===== src/shared/swdt_pkg.sv =====
// package for the system watchdog: widths, prescaler ratios, reset values
// assumes one system clock and an active-low application reset
package swdt_pkg;
   // ****************************************
   // counter and prescaler
   // ****************************************
   localparam int CNT_W = 16;
   localparam int RELOAD_W = 8;
   localparam int PRE_W = 14;
   localparam logic [PRE_W-1:0] PRE_DIV_SLOW = 14'h3fff; // last count of 16384
   localparam logic [PRE_W-1:0] PRE_DIV_FAST = 14'h00ff; // last count of 256
   localparam logic [PRE_W-1:0] PRE_ZERO = 14'h0000;
   localparam logic [PRE_W-1:0] PRE_ONE = 14'h0001;
   localparam logic [CNT_W-1:0] CNT_ONES = 16'hffff;
   localparam logic [CNT_W-1:0] CNT_ONE = 16'h0001;
   localparam logic [CNT_W-1:0] CNT_RESET = 16'h0000;
   localparam logic [RELOAD_W-1:0] RELOAD_RESET = 8'h00;
   // ****************************************
   // overflow sequence timing
   // ****************************************
   localparam int WARN_W = 8;
   localparam logic [WARN_W-1:0] WARN_CYCLES = 8'h10; // prewarning lead before reset
   localparam logic [WARN_W-1:0] WARN_ONE = 8'h01;
   localparam logic [WARN_W-1:0] WARN_ZERO = 8'h00;
   typedef enum logic [1:0] {SWDT_RUN, SWDT_WARN, SWDT_RESET} swdt_state_t;
endpackage : swdt_pkg


===== src/hdl/swdt_prescaler.sv =====
// prescaler for the system watchdog: one-cycle tick per selected period
// assumes clear and select are synchronous to clock
`timescale 1ns/10ps
module swdt_prescaler (
   // clock and reset
   input wire logic clock,
   input wire logic resetn,
   // control
   input wire logic run,
   input wire logic clear,
   input wire logic fast_sel,
   // tick out
   output logic tick
);
   logic [swdt_pkg::PRE_W-1:0] cnt_r;
   logic [swdt_pkg::PRE_W-1:0] cnt_nxt;
   wire [swdt_pkg::PRE_W-1:0] last_count;
   wire at_last;

   assign last_count = fast_sel ? swdt_pkg::PRE_DIV_FAST : swdt_pkg::PRE_DIV_SLOW;
   // a narrowed ratio mid-period must still end the period
   assign at_last = (cnt_r >= last_count);
   assign tick = run && !clear && at_last;

   always_comb begin
      if (clear || !run || at_last) begin
         cnt_nxt = swdt_pkg::PRE_ZERO;
      end else begin
         cnt_nxt = cnt_r + swdt_pkg::PRE_ONE;
      end
   end

   always_ff @(posedge clock or negedge resetn) begin
      if (!resetn) begin
         cnt_r <= swdt_pkg::PRE_ZERO;
      end else begin
         cnt_r <= cnt_nxt;
      end
   end
endmodule : swdt_prescaler


===== src/hdl/swdt_top.sv =====
// system watchdog: 16-bit up counter with prescaler, reload, prewarning and reset request
// assumes cpu strobes are one-cycle pulses synchronous to clock
//
// Operation
// - after every application reset the watchdog counts without software action
// - disable instruction stops it, enable instruction restarts it, until an overflow starts the prewarning and reset sequence
// - on overflow raise prewarning interrupt first, then a reset request
// - the watchdog counter is sixteen bits wide
// - counter advances once per prescaler period of 16384 or 256 clocks
// - counter loads from the software reload value
// - service reloads the counter and clears the prescaler together
`timescale 1ns/10ps
module swdt_top #(
   parameter logic [swdt_pkg::WARN_W-1:0] WARN_LEAD = swdt_pkg::WARN_CYCLES
) (
   // clock and reset
   input wire logic clock,
   input wire logic resetn,
   // cpu instruction strobes
   input wire logic watchdog_disable_instruction,
   input wire logic watchdog_enable_instruction,
   input wire logic service,
   // configuration
   input wire logic [swdt_pkg::RELOAD_W-1:0] reload_value_field,
   input wire logic fast_sel,
   // status and requests
   output logic enabled,
   output logic [swdt_pkg::CNT_W-1:0] count,
   output logic prewarn_irq,
   output logic reset_req
);
   // ****************************************
   // state
   // ****************************************
   logic enabled_r;
   logic [swdt_pkg::CNT_W-1:0] cnt_r;
   logic [swdt_pkg::CNT_W-1:0] cnt_nxt;
   logic [swdt_pkg::WARN_W-1:0] warn_r;
   logic [swdt_pkg::WARN_W-1:0] warn_nxt;
   swdt_pkg::swdt_state_t state_r;
   swdt_pkg::swdt_state_t state_nxt;
   logic prewarn_r;
   logic reset_req_r;
   wire tick;
   wire overflow;
   wire [swdt_pkg::CNT_W-1:0] reload_word;
   wire running;
   wire svc_ok;

   // ****************************************
   // decode
   // ****************************************
   // once the overflow sequence starts, service can no longer avert it
   assign svc_ok = service && (state_r == swdt_pkg::SWDT_RUN);
   assign running = enabled_r && (state_r == swdt_pkg::SWDT_RUN);
   assign reload_word = {reload_value_field, {swdt_pkg::RELOAD_W{1'b0}}};
   assign overflow = tick && (cnt_r == swdt_pkg::CNT_ONES);

   swdt_prescaler u_pre (
      .clock(clock),
      .resetn(resetn),
      .run(running),
      .clear(svc_ok),
      .fast_sel(fast_sel),
      .tick(tick)
   );

   // ****************************************
   // enable and counter
   // ****************************************
   always_ff @(posedge clock or negedge resetn) begin
      if (!resetn) begin
         enabled_r <= 1'b1;
      end else if (watchdog_disable_instruction) begin
         enabled_r <= 1'b0;
      end else if (watchdog_enable_instruction) begin
         enabled_r <= 1'b1;
      end
   end

   always_comb begin
      if (svc_ok) begin
         cnt_nxt = reload_word;
      end else if (tick) begin
         cnt_nxt = cnt_r + swdt_pkg::CNT_ONE;
      end else begin
         cnt_nxt = cnt_r;
      end
   end

   always_ff @(posedge clock or negedge resetn) begin
      if (!resetn) begin
         cnt_r <= swdt_pkg::CNT_RESET;
      end else begin
         cnt_r <= cnt_nxt;
      end
   end

   // ****************************************
   // overflow sequence
   // ****************************************
   always_comb begin
      state_nxt = state_r;
      warn_nxt = warn_r;
      case (state_r)
         swdt_pkg::SWDT_RUN: begin
            if (overflow) begin
               state_nxt = swdt_pkg::SWDT_WARN;
               warn_nxt = WARN_LEAD;
            end
         end
         swdt_pkg::SWDT_WARN: begin
            if (warn_r <= swdt_pkg::WARN_ONE) begin
               state_nxt = swdt_pkg::SWDT_RESET;
               warn_nxt = swdt_pkg::WARN_ZERO;
            end else begin
               warn_nxt = warn_r - swdt_pkg::WARN_ONE;
            end
         end
         default: begin
            state_nxt = swdt_pkg::SWDT_RESET;
         end
      endcase
   end

   always_ff @(posedge clock or negedge resetn) begin
      if (!resetn) begin
         state_r <= swdt_pkg::SWDT_RUN;
         warn_r <= swdt_pkg::WARN_ZERO;
         prewarn_r <= 1'b0;
         reset_req_r <= 1'b0;
      end else begin
         state_r <= state_nxt;
         warn_r <= warn_nxt;
         prewarn_r <= (state_nxt != swdt_pkg::SWDT_RUN);
         reset_req_r <= (state_nxt == swdt_pkg::SWDT_RESET);
      end
   end

   assign enabled = enabled_r;
   assign count = cnt_r;
   assign prewarn_irq = prewarn_r;
   assign reset_req = reset_req_r;
endmodule : swdt_top


===== config.mk =====
export PLATFORM = sky130hd
export DESIGN_NAME = swdt_top
export DESIGN_NICKNAME = d
export VERILOG_FILES = /design/src/shared/swdt_pkg.sv /design/src/hdl/swdt_prescaler.sv /design/src/hdl/swdt_top.sv
export SDC_FILE = /design/constraint.sdc
export NUM_CORES = 1
export LEC_CHECK = 0
export BUFFER_PORTS_ARGS = -buffer_cell sky130_fd_sc_hd__buf_2
export CELL_PAD_IN_SITES_DETAIL_PLACEMENT = 0
export CELL_PAD_IN_SITES_GLOBAL_PLACEMENT = 1
export CORE_UTILIZATION = 39
export DETAILED_ROUTE_END_ITERATION = 7
export HOLD_SLACK_MARGIN = 0.15
export PLACE_DENSITY_LB_ADDON = 0.08
export SLEW_MARGIN = 15
export SYNTH_ARGS = -nofsm -noshare
export SYNTH_HDL_FRONTEND = slang
export SYNTH_SLANG_ARGS = --single-unit

===== constraint.sdc =====
create_clock -name clock -period 2.1 [get_ports clock]
set_input_delay 0.42 -clock clock [delete_from_list [all_inputs] [get_ports clock]]
set_output_delay 0.42 -clock clock [all_outputs]
set_load 0.01 [all_outputs]

## Word level (Yosys, flattened, before mapping)

Cells that the tools add are included.
Widths: inputs -> output; s select.

| word-level totals | value |
|---|---|
| word-level logic and storage cells | 43 |
| ROM bits | 0 |
| output and inout port bits | 19 |
| bits in latches | 0 |
| memories | 0 |
| flip-flop bits (word level) | 43 |
| memory bits (writable) | 0 |
| input bits | 14 |

| operators by class | value |
|---|---|
| multiplexer cells | 12 |
| reduce and logical (&&, ||, !) cells | 15 |
| bitwise logic cells | 0 |
| shifts and indexed selects | 0 |
| $add $sub $neg | 3 |
| divide/modulo/power cells | 0 |
| eq/ne operators | 4 |
| multiply operators | 0 |
| magnitude comparators | 2 |

Operators with widths:

| cell | number |
|---|---|
| $mux 16 | 2 |
| $mux 14 | 2 |
| $add 16x1->16 const B | 1 |
| $eq 16x16->1 const B | 1 |
| $mux 8 | 2 |
| $pmux 8 s2 | 1 |
| $add 14x1->14 const B | 1 |
| $ge 14x14->1 | 1 |
| $le 8x1->1 const B | 1 |
| $reduce_bool 2->1 | 4 |
| $sub 8x1->8 const B | 1 |
| $logic_and 1x1->1 | 5 |
| $mux 2 | 2 |
| $pmux 2 s2 | 1 |
| $eq 2x1->1 const B | 1 |
| $eq 2x2->1 const B | 1 |
| $logic_not 1->1 | 2 |
| $logic_not 2->1 | 1 |
| $logic_or 1x1->1 | 2 |
| $mux 1 | 2 |
| $ne 2x2->1 const B | 1 |
| $reduce_and 2->1 | 1 |

## Logic depth before layout (Yosys ltp)

Gate-level depths: netlist of run 1.

| depth | value |
|---|---|
| depth in word-level cells | 9 |
| gate-level depth with buffers | 8 |
| gate-level depth less buffers | 7 |

## By module

A second synthesis of run 1 with hierarchy kept.

| second synthesis, totals | value |
|---|---|
| cell total of the unflattened synthesis | 242 |
| area total of the unflattened synthesis | 2,358.5 um^2 |

Modules (own cells, without submodules):

| module | times used | sequential area each (um^2) | area an instance (um^2) | cells each |
|---|---|---|---|---|
| swdt_top | 1 | 726.9 | 1,549.0 | 157 |
| swdt_prescaler | 1 | 350.3 | 809.5 | 85 |

## Worst setup path before layout of run 1

Ideal clock, no wire load.

| timing | value |
|---|---|
| kind | input-to-reg |
| start point | in fast_sel |
| end point | reg cnt_r (netlist bit count[11]) |
| setup time | 82 ps |
| arrival | 1,934 ps |
| path buffers | 1 |
| slack | 84 ps |
| cell stages on the path | 7 |
| data required time | 2,018 ps |
| cells stage by stage | ha_1 -> nand4_1 -> o21ai_0 -> a211oi_2 -> buf_6 -> or4_1 -> a31oi_1 |

| between the ends | value |
|---|---|
| longest elaborated chain between the ends | 4 |

RTL lines:

| item | RTL line | source |
|---|---|---|
| start: declaration | swdt_top.sv:25 | `input wire logic fast_sel,` |
| $mux 14 | swdt_prescaler.sv:20 | `assign last_count = fast_sel ? swdt_pkg::PRE_DIV_FAST : swdt_pkg::PRE_DIV_SLOW;` |
| $ge 14x14->1 | swdt_prescaler.sv:22 | `assign at_last = (cnt_r >= last_count);` |
| $logic_and 1x1->1 | swdt_prescaler.sv:23 | `assign tick = run && !clear && at_last;` |
| $reduce_bool 2->1 (no line) | - |  |
| end signal: assignment | swdt_top.sv:93 | `cnt_r <= swdt_pkg::CNT_RESET;` |
| end signal: assignment | swdt_top.sv:95 | `cnt_r <= cnt_nxt;` |
| end: declaration | swdt_top.sv:36 | `logic [swdt_pkg::CNT_W-1:0] cnt_r;` |

Every way passes these cells.
A chain may end at the register's enable or synchronous reset.

## Final worst setup path of run 1

| timing | value |
|---|---|
| start point | reg u_pre.cnt_r[12] (netlist bit) |
| end point | reg cnt_r (netlist bit count[10]) |

| between the ends | value |
|---|---|
| longest elaborated chain between the ends | 3 |

RTL lines:

| item | RTL line | source |
|---|---|---|
| start: declaration | swdt_prescaler.sv:15 | `logic [swdt_pkg::PRE_W-1:0] cnt_r;` |
| start signal: assignment | swdt_prescaler.sv:35 | `cnt_r <= swdt_pkg::PRE_ZERO;` |
| start signal: assignment | swdt_prescaler.sv:37 | `cnt_r <= cnt_nxt;` |
| $ge 14x14->1 | swdt_prescaler.sv:22 |  |
| $logic_and 1x1->1 | swdt_prescaler.sv:23 |  |
| $reduce_bool 2->1 (no line) | - |  |

Every way passes these cells.

==> results of run 1 <==
## worst register-to-register path, delay by kind of cell, from the launching register on
kind / cells / cell delay [ns]
buffers and inverters: 2 / 0.30
flip-flops: 1 / 0.40
AO/OA/AOI/OAI: 3 / 0.49
AND/OR/NAND/NOR: 2 / 0.54
adder cells (fa/ha/maj): 1 / 0.30
## cell families after synthesis
logic type,after synthesis
buffers and inverters,13
adders and majority gates,10
and+or+nand+nor,118
xor gates and xnor gates,12
DFF,43
muxes,4
AOI/OAI and AO/OA,51
## flip-flops by register name (all words and copies together), names as in the netlist
name / cells
u_pre.cnt_r: 14
reset_req: 1
prewarn_irq: 1
count: 16
warn_r: 8
enabled: 1
state_r: 2
## Yosys cell counts, types with 3 or more instances
| cell type | number |
|---|---|
| dfrtp_1 | 42 |
| nor2_1 | 29 |
| nand2_1 | 23 |
| nand3_1 | 12 |
| o31ai_1 | 11 |
| ha_1 | 10 |
| o21ai_0 | 10 |
| a31oi_1 | 9 |
| xor2_1 | 9 |
| nand4_1 | 8 |
| clkbuf_1 | 7 |
| nand2b_1 | 7 |
| nor3_1 | 7 |
| or4_1 | 7 |
| and3_1 | 6 |
| a21oi_1 | 4 |
| mux2i_1 | 4 |
| o311ai_0 | 4 |
| and2_1 | 3 |
| and4_1 | 3 |
| inv_1 | 3 |
| xnor2_1 | 3 |
## per-layer routing
layer | routed length, um | GRT usage (%) | up-vias
met5 | 0 | 0 | -
met2 | 2880 | 32.4 | 27
li1 | - | - | 1050
met4 | 58 | 4.46 | 0
met3 | 171 | 3.64 | 6
met1 | 2810 | 24.7 | 1015
## what timing repair did
action                                  CTS  global route
hold endpoints to repair                 20             0
pin swaps                                 0            22
gates resized for setup                   1            24
endpoints found under the setup margin    7            11
gates cloned                              0             2
hold buffers                              1             0
buffers inserted                          0             6
## layout make-up
class,count,area share (%)
Clock buffer,8,3.26
Timing Repair Buffer,62,14.9
Tap cell,75,3.05
Inverter,3,0.366
Multi-Input combinational cell,195,43.4
Sequential cell,43,35.1
## worst max-delay path by stage
stage | start | end | slack, ns | depth (start not counted)
5_1_grt | u_pre.cnt_r[12]$_DFF_PN0_ | count[8]$_DFFE_PN0P_ | -0.12 | 8
3_5_place_dp | fast_sel | count[13]$_DFFE_PN0P_ | -0.23 | 8
3_3_place_gp | fast_sel | count[13]$_DFFE_PN0P_ | -0.17 | 8
4_1_cts | u_pre.cnt_r[11]$_DFF_PN0_ | count[13]$_DFFE_PN0P_ | 0.007 | 7
6_report | u_pre.cnt_r[12]$_DFF_PN0_ | count[10]$_DFFE_PN0P_ | -0.007 | 8
2_1_floorplan | fast_sel | count[11]$_DFFE_PN0P_ | 0.08 | 7
## metrics by stage
stage               std cells  setup slack, ns  setup TNS, ns
finish                    386         -0.00661       -0.00981
global route              386           -0.116         -0.855
CTS                       379          0.00710              0
detailed placement        370           -0.234          -2.38
global placement          370           -0.172          -1.76
floorplan                 251           0.0840              0
## power groups by stage
stage,sequential [mW],clock [mW],combinational (mW)
2_1_floorplan,0.848,0,0.00711
3_3_place_gp,0.848,0,0.0460
3_5_place_dp,0.848,0,0.0475
4_1_cts,0.831,0.602,0.0490
5_1_grt,0.832,0.634,0.0582
6_report,0.831,0.577,0.0506
==> impl_metrics.toml, run 1 <==
[clock_network]
htreeDepth = 2
cts_tree = "yes"
clk_latency_ns = 0.29
cts-root-buf = "clkbuf_8"
path_clk_slew_ns = 0.08
cts_buffers = 5
cts_sinks = 43
clockBufferDepth = 2

[synth]
synth_fp_nets = 275
synth_fa_ha_area_share_pct = 5.24
synth-edff-count = 0
ys_ff_latch = 43
synth_mux_area_share_pct = 1.68
ys_async_sr_fraction_pct = 100
synthTopCellsByArea = "dfrtp_1 (44%), ha_1 (5.2%), nor2_1 (4.6%)"
synth_flop_cell = "dfrtp_1"
synth_top_area_cell = "dfrtp_1"
synth_compound_area_share_pct = 15.1
synth.top_cell.area_share_pct = 44.0
synth_top_family_by_area = "simple AND/OR/NAND/NOR gates"
syn_area_sq_um = 2390
synth.distinct_cells = 45
synth-xor-area-share_pct = 4.40
synth-simple-area-share_pct = 26.1
synth-seq-area-share_pct = 45.1
synth.avg_cell_area_sq_um = 9.51
ys_warn_count = 0
netlist_instances = 251

[floorplanning]
die_area_sq_um = 6430
io_pins = 33
start_util_pct = 40.3
core_sq_um = 5920
die_x_um = 80.2
rows = 28
fp.dieH_um = 80.2

[timing]
max_freq_mhz = 475
skew_ns = 0.00799
finalCritPeriodShare_pct = 100
rsz0062_at_grt = "yes"
setup_viol = 2
setup_slack_ns = -0.00661
fin_crit_ns = 2.11
timing.slew.headroom_pct = 56.5
worstMarginPinSlew_ns = 0.647
hold_ws_ns = 0.236
slew_violations = 0
hold_violations = 0

[pwr]
power.density_nw_per_um2 = 475
p_clk_share_pct = 39.5
internal_power_mw = 1.15
swShare_pct = 21.1
vdd.ir_drop.worst_mv = 0.259
p_total_mw = 1.46
seq_power_share_pct = 57.0
p_switching_mw = 0.308
combPwrFrac_pct = 3.5
p_leak_nw = 1.41

[min_path]
holdPathStages = 2
hp-class = "in2reg"
hold_end = "enabled$_DFFE_PN1P_"
worstHoldStart = "watchdog_disable_instruction"

[finish]
final_nets = 334
fin_area_sq_um = 3070
layout-drive-gt1-share_pct = 27.3
final_cell_mix = "dfrtp_1 (42), buf_2 (32), nor2_1 (28), nand2_1 (23), buf_4 (21)"
fillers = 563
final_common_cell = "dfrtp_1"
seqCellArea_sq_um = 1080
n_antenna_cell = 0
syn_to_final_growth_pct = 28.8
finalCoreUtilization_pct = 51.9
multiInputGateArea_sq_um = 1330

[detailed_routing]
dr.first_iter.drc_count = 77
routed_wl_um = 5930
dr.pass1.iters = 4
drcViolationCount = 0
via_per_inst = 5.44
vias = 2098
wl_per_cell_um = 15.3
final_antenna_net_count = 0

[flow_run]
maxCapViolCount = 0

[setup_path]
r2r-end = "count[10]$_DFFE_PN0P_"
max_stage_delay_ns = 0.40
worst_setup_path_start_kind = "flop"
cp.required_ns = 2.31
r2r_slack_ns = -0.007
crit_chain = "ha_1, nand4_1, o21ai_2, a211oi_4, buf_6, clkbuf_16, or4_1, a31oi_1"
critPathArrivalTime_ns = 2.32
rr_worst_depth = 8
crit_type = "reg2reg"
cp_top_family = "simple AND/OR/NAND/NOR gates"
path_max_fanout = 6
critPathSlowestCell = "dfrtp_1"
timing.rr.start = "u_pre.cnt_r[12]$_DFF_PN0_"
worst-path-buf-inv = 2
cp-end-kind = "flop"

[placement]
port_buffers = 32
place_area_sq_um = 2790
place_hpwl_um = 3920
gp_congestion = 0.776

[global_routing]
antenna_found_initial = 0
grt_pass1_wl_um = 9470
grt-ovfl-total = 0
first_global_vias = 2028
grt_max_degree = 28
grtUsageTotal_pct = 19.0

[run_status]
violations = "setup timing"
status = "finished, violations left"
Power figures use the tool's default switching activity.
==> run 2, diff against run 1 <==
- clock period: 2.1 -> 2.04 ns (I/O delays scaled with it)
==> run 2 against run 1 <==
Non-clock buffer count rose by 5. Register-to-register slack got worse by 0.05 ns. Highest routed layer unchanged. Wire length shrank 2.5%. Critical path type unchanged. Flip-flop and latch count stayed put. The run still ends with setup timing left. Largest cell class unchanged.
==> impl_metrics.toml, run 2 (synthesis results as in run 1) <==
[clock_network]
path_clk_slew_ns = 0.09
cts_buffers = 5
cts-root-buf = "clkbuf_8"
cts_tree = "yes"
clk_latency_ns = 0.29
clockBufferDepth = 2
cts_sinks = 43
htreeDepth = 2

[pwr]
combPwrFrac_pct = 3.5
p_switching_mw = 0.332
swShare_pct = 21.9
vdd.ir_drop.worst_mv = 0.272
p_leak_nw = 1.44
seq_power_share_pct = 56.4
power.density_nw_per_um2 = 482
internal_power_mw = 1.18
p_clk_share_pct = 40.2

[global_routing]
grt_max_degree = 28
first_global_vias = 1943
antenna_found_initial = 0
grtUsageTotal_pct = 18.0
grt_pass1_wl_um = 9050
grt-ovfl-total = 0

[timing]
max_freq_mhz = 478
worstMarginPinSlew_ns = 0.722
timing.slew.headroom_pct = 51.4
rsz0062_at_grt = "yes"
hold_ws_ns = 0.221
setup_slack_ns = -0.0529
slew_violations = 0
finalCritPeriodShare_pct = 103
tns_ns = -0.294
setup_viol = 9
skew_ns = 0.00582
fin_crit_ns = 2.09
hold_violations = 0

[detailed_routing]
routed_wl_um = 5780
vias = 2157
drcViolationCount = 0
dr.first_iter.drc_count = 88
wl_per_cell_um = 14.8
final_antenna_net_count = 0
dr.pass1.iters = 4
via_per_inst = 5.52

[floorplanning]
core_sq_um = 5920
rows = 28
start_util_pct = 40.3
fp.dieH_um = 80.2
die_x_um = 80.2
io_pins = 33
die_area_sq_um = 6430

[finish]
finalCoreUtilization_pct = 53.1
syn_to_final_growth_pct = 31.8
final_cell_mix = "dfrtp_1 (42), buf_2 (32), nor2_1 (28), buf_4 (25), nand2_1 (23)"
n_antenna_cell = 0
final_common_cell = "dfrtp_1"
finalNonFillerCells = 391
final_nets = 339
largest_reg_flops = 16
layout-drive-gt1-share_pct = 29.4
fillers = 563
fin_area_sq_um = 3150

[setup_path]
worst_setup_path_start_kind = "flop"
path_max_fanout = 6
cp-end-kind = "flop"
max_stage_delay_ns = 0.41
cp.required_ns = 2.26
critPathSlowestCell = "dfrtp_1"
crit_chain = "ha_1, nand4_1, o21ai_2, a211oi_4, buf_6, clkbuf_16, or4_1, a31oi_1"
cp_top_family = "simple AND/OR/NAND/NOR gates"
worst-path-buf-inv = 2
critPathArrivalTime_ns = 2.31
crit_type = "reg2reg"

[placement]
place_hpwl_um = 3860
place_area_sq_um = 2810
port_buffers = 32
gp_congestion = 0.779
placedCellCount = 373

[min_path]
hp-class = "in2reg"

[run_status]
violations = "setup timing"
status = "finished, violations left"

[flow_run]
maxCapViolCount = 0
run 2: layout make-up:
type	instances	area, sq um	area share [%]
Clock buffer	8	100	3.18
Multi-Input combinational cell	195	1370	43.5
Sequential cell	43	1080	34.2
Timing Repair Buffer	67	494	15.7
Tap cell	75	93.8	2.98
Inverter	3	11.3	0.358
run 2: path summary, 6_finish.rpt:
| check | from | endpoint | slack, ns | cells after the start |
|---|---|---|---|---|
| hold reg to reg | u_pre.cnt_r[0]$_DFF_PN0_ | u_pre.cnt_r[0]$_DFF_PN0_ | 0.45 | 1 |
| hold / removal | watchdog_disable_instruction | enabled$_DFFE_PN1P_ | 0.22 | 2 |
| setup reg to reg | u_pre.cnt_r[12]$_DFF_PN0_ | count[9]$_DFFE_PN0P_ | -0.05 | 8 |
| setup / recovery | u_pre.cnt_r[12]$_DFF_PN0_ | count[9]$_DFFE_PN0P_ | -0.05 | 8 |
| min in group asynchronous | resetn | u_pre.cnt_r[10]$_DFF_PN0_ | 0.63 | 2 |
| max in group asynchronous | resetn | warn_r[6]$_DFFE_PN0P_ | 0.90 | 3 |
run 2: metrics by stage:
step	worst slack (ns)	power [mW]
after floorplan	0.0360	0.880
after global placement	-0.220	0.921
after detailed placement	-0.256	0.921
after CTS	-0.0137	1.54
after global routing	-0.158	1.59
final	-0.0529	1.52
run 2: worst reg2reg max path: stages (launching register included):
cell and delay [ns]:
dfrtp_1 0.41, ha_1 0.30, nand4_1 0.15, o21ai_2 0.22, a211oi_4 0.08, buf_6 0.14, clkbuf_16 0.14, or4_1 0.40
a31oi_1 0.17
run 2: layer usage:
| metal | vias to the layer above | GRT usage [%] | wire length, um |
|---|---|---|---|
| met3 | 4 | 3.98 | 163 |
| li1 | 1056 | - | - |
| met4 | 0 | 4.46 | 52 |
| met2 | 35 | 29.3 | 2620 |
| met1 | 1062 | 24.1 | 2940 |
| met5 | - | 0 | 0 |
run 2: timing repair:
| item | in CTS | in global routing |
|---|---|---|
| endpoints found under the setup margin | 13 | 16 |
| gates cloned | 0 | 1 |
| hold buffers | 1 | 0 |
| endpoints found under the hold margin | 20 | 0 |
| pin swaps | 1 | 27 |
| resized for setup | 1 | 36 |
| setup buffers | 0 | 9 |
run 2: power groups by stage:
stage	clock (mW)	combinational, mW	sequential (mW)
6_report	0.610	0.0524	0.855
5_1_grt	0.669	0.0602	0.856
4_1_cts	0.636	0.0505	0.856
3_5_place_dp	0	0.0489	0.873
3_3_place_gp	0	0.0479	0.873
2_1_floorplan	0	0.00732	0.873
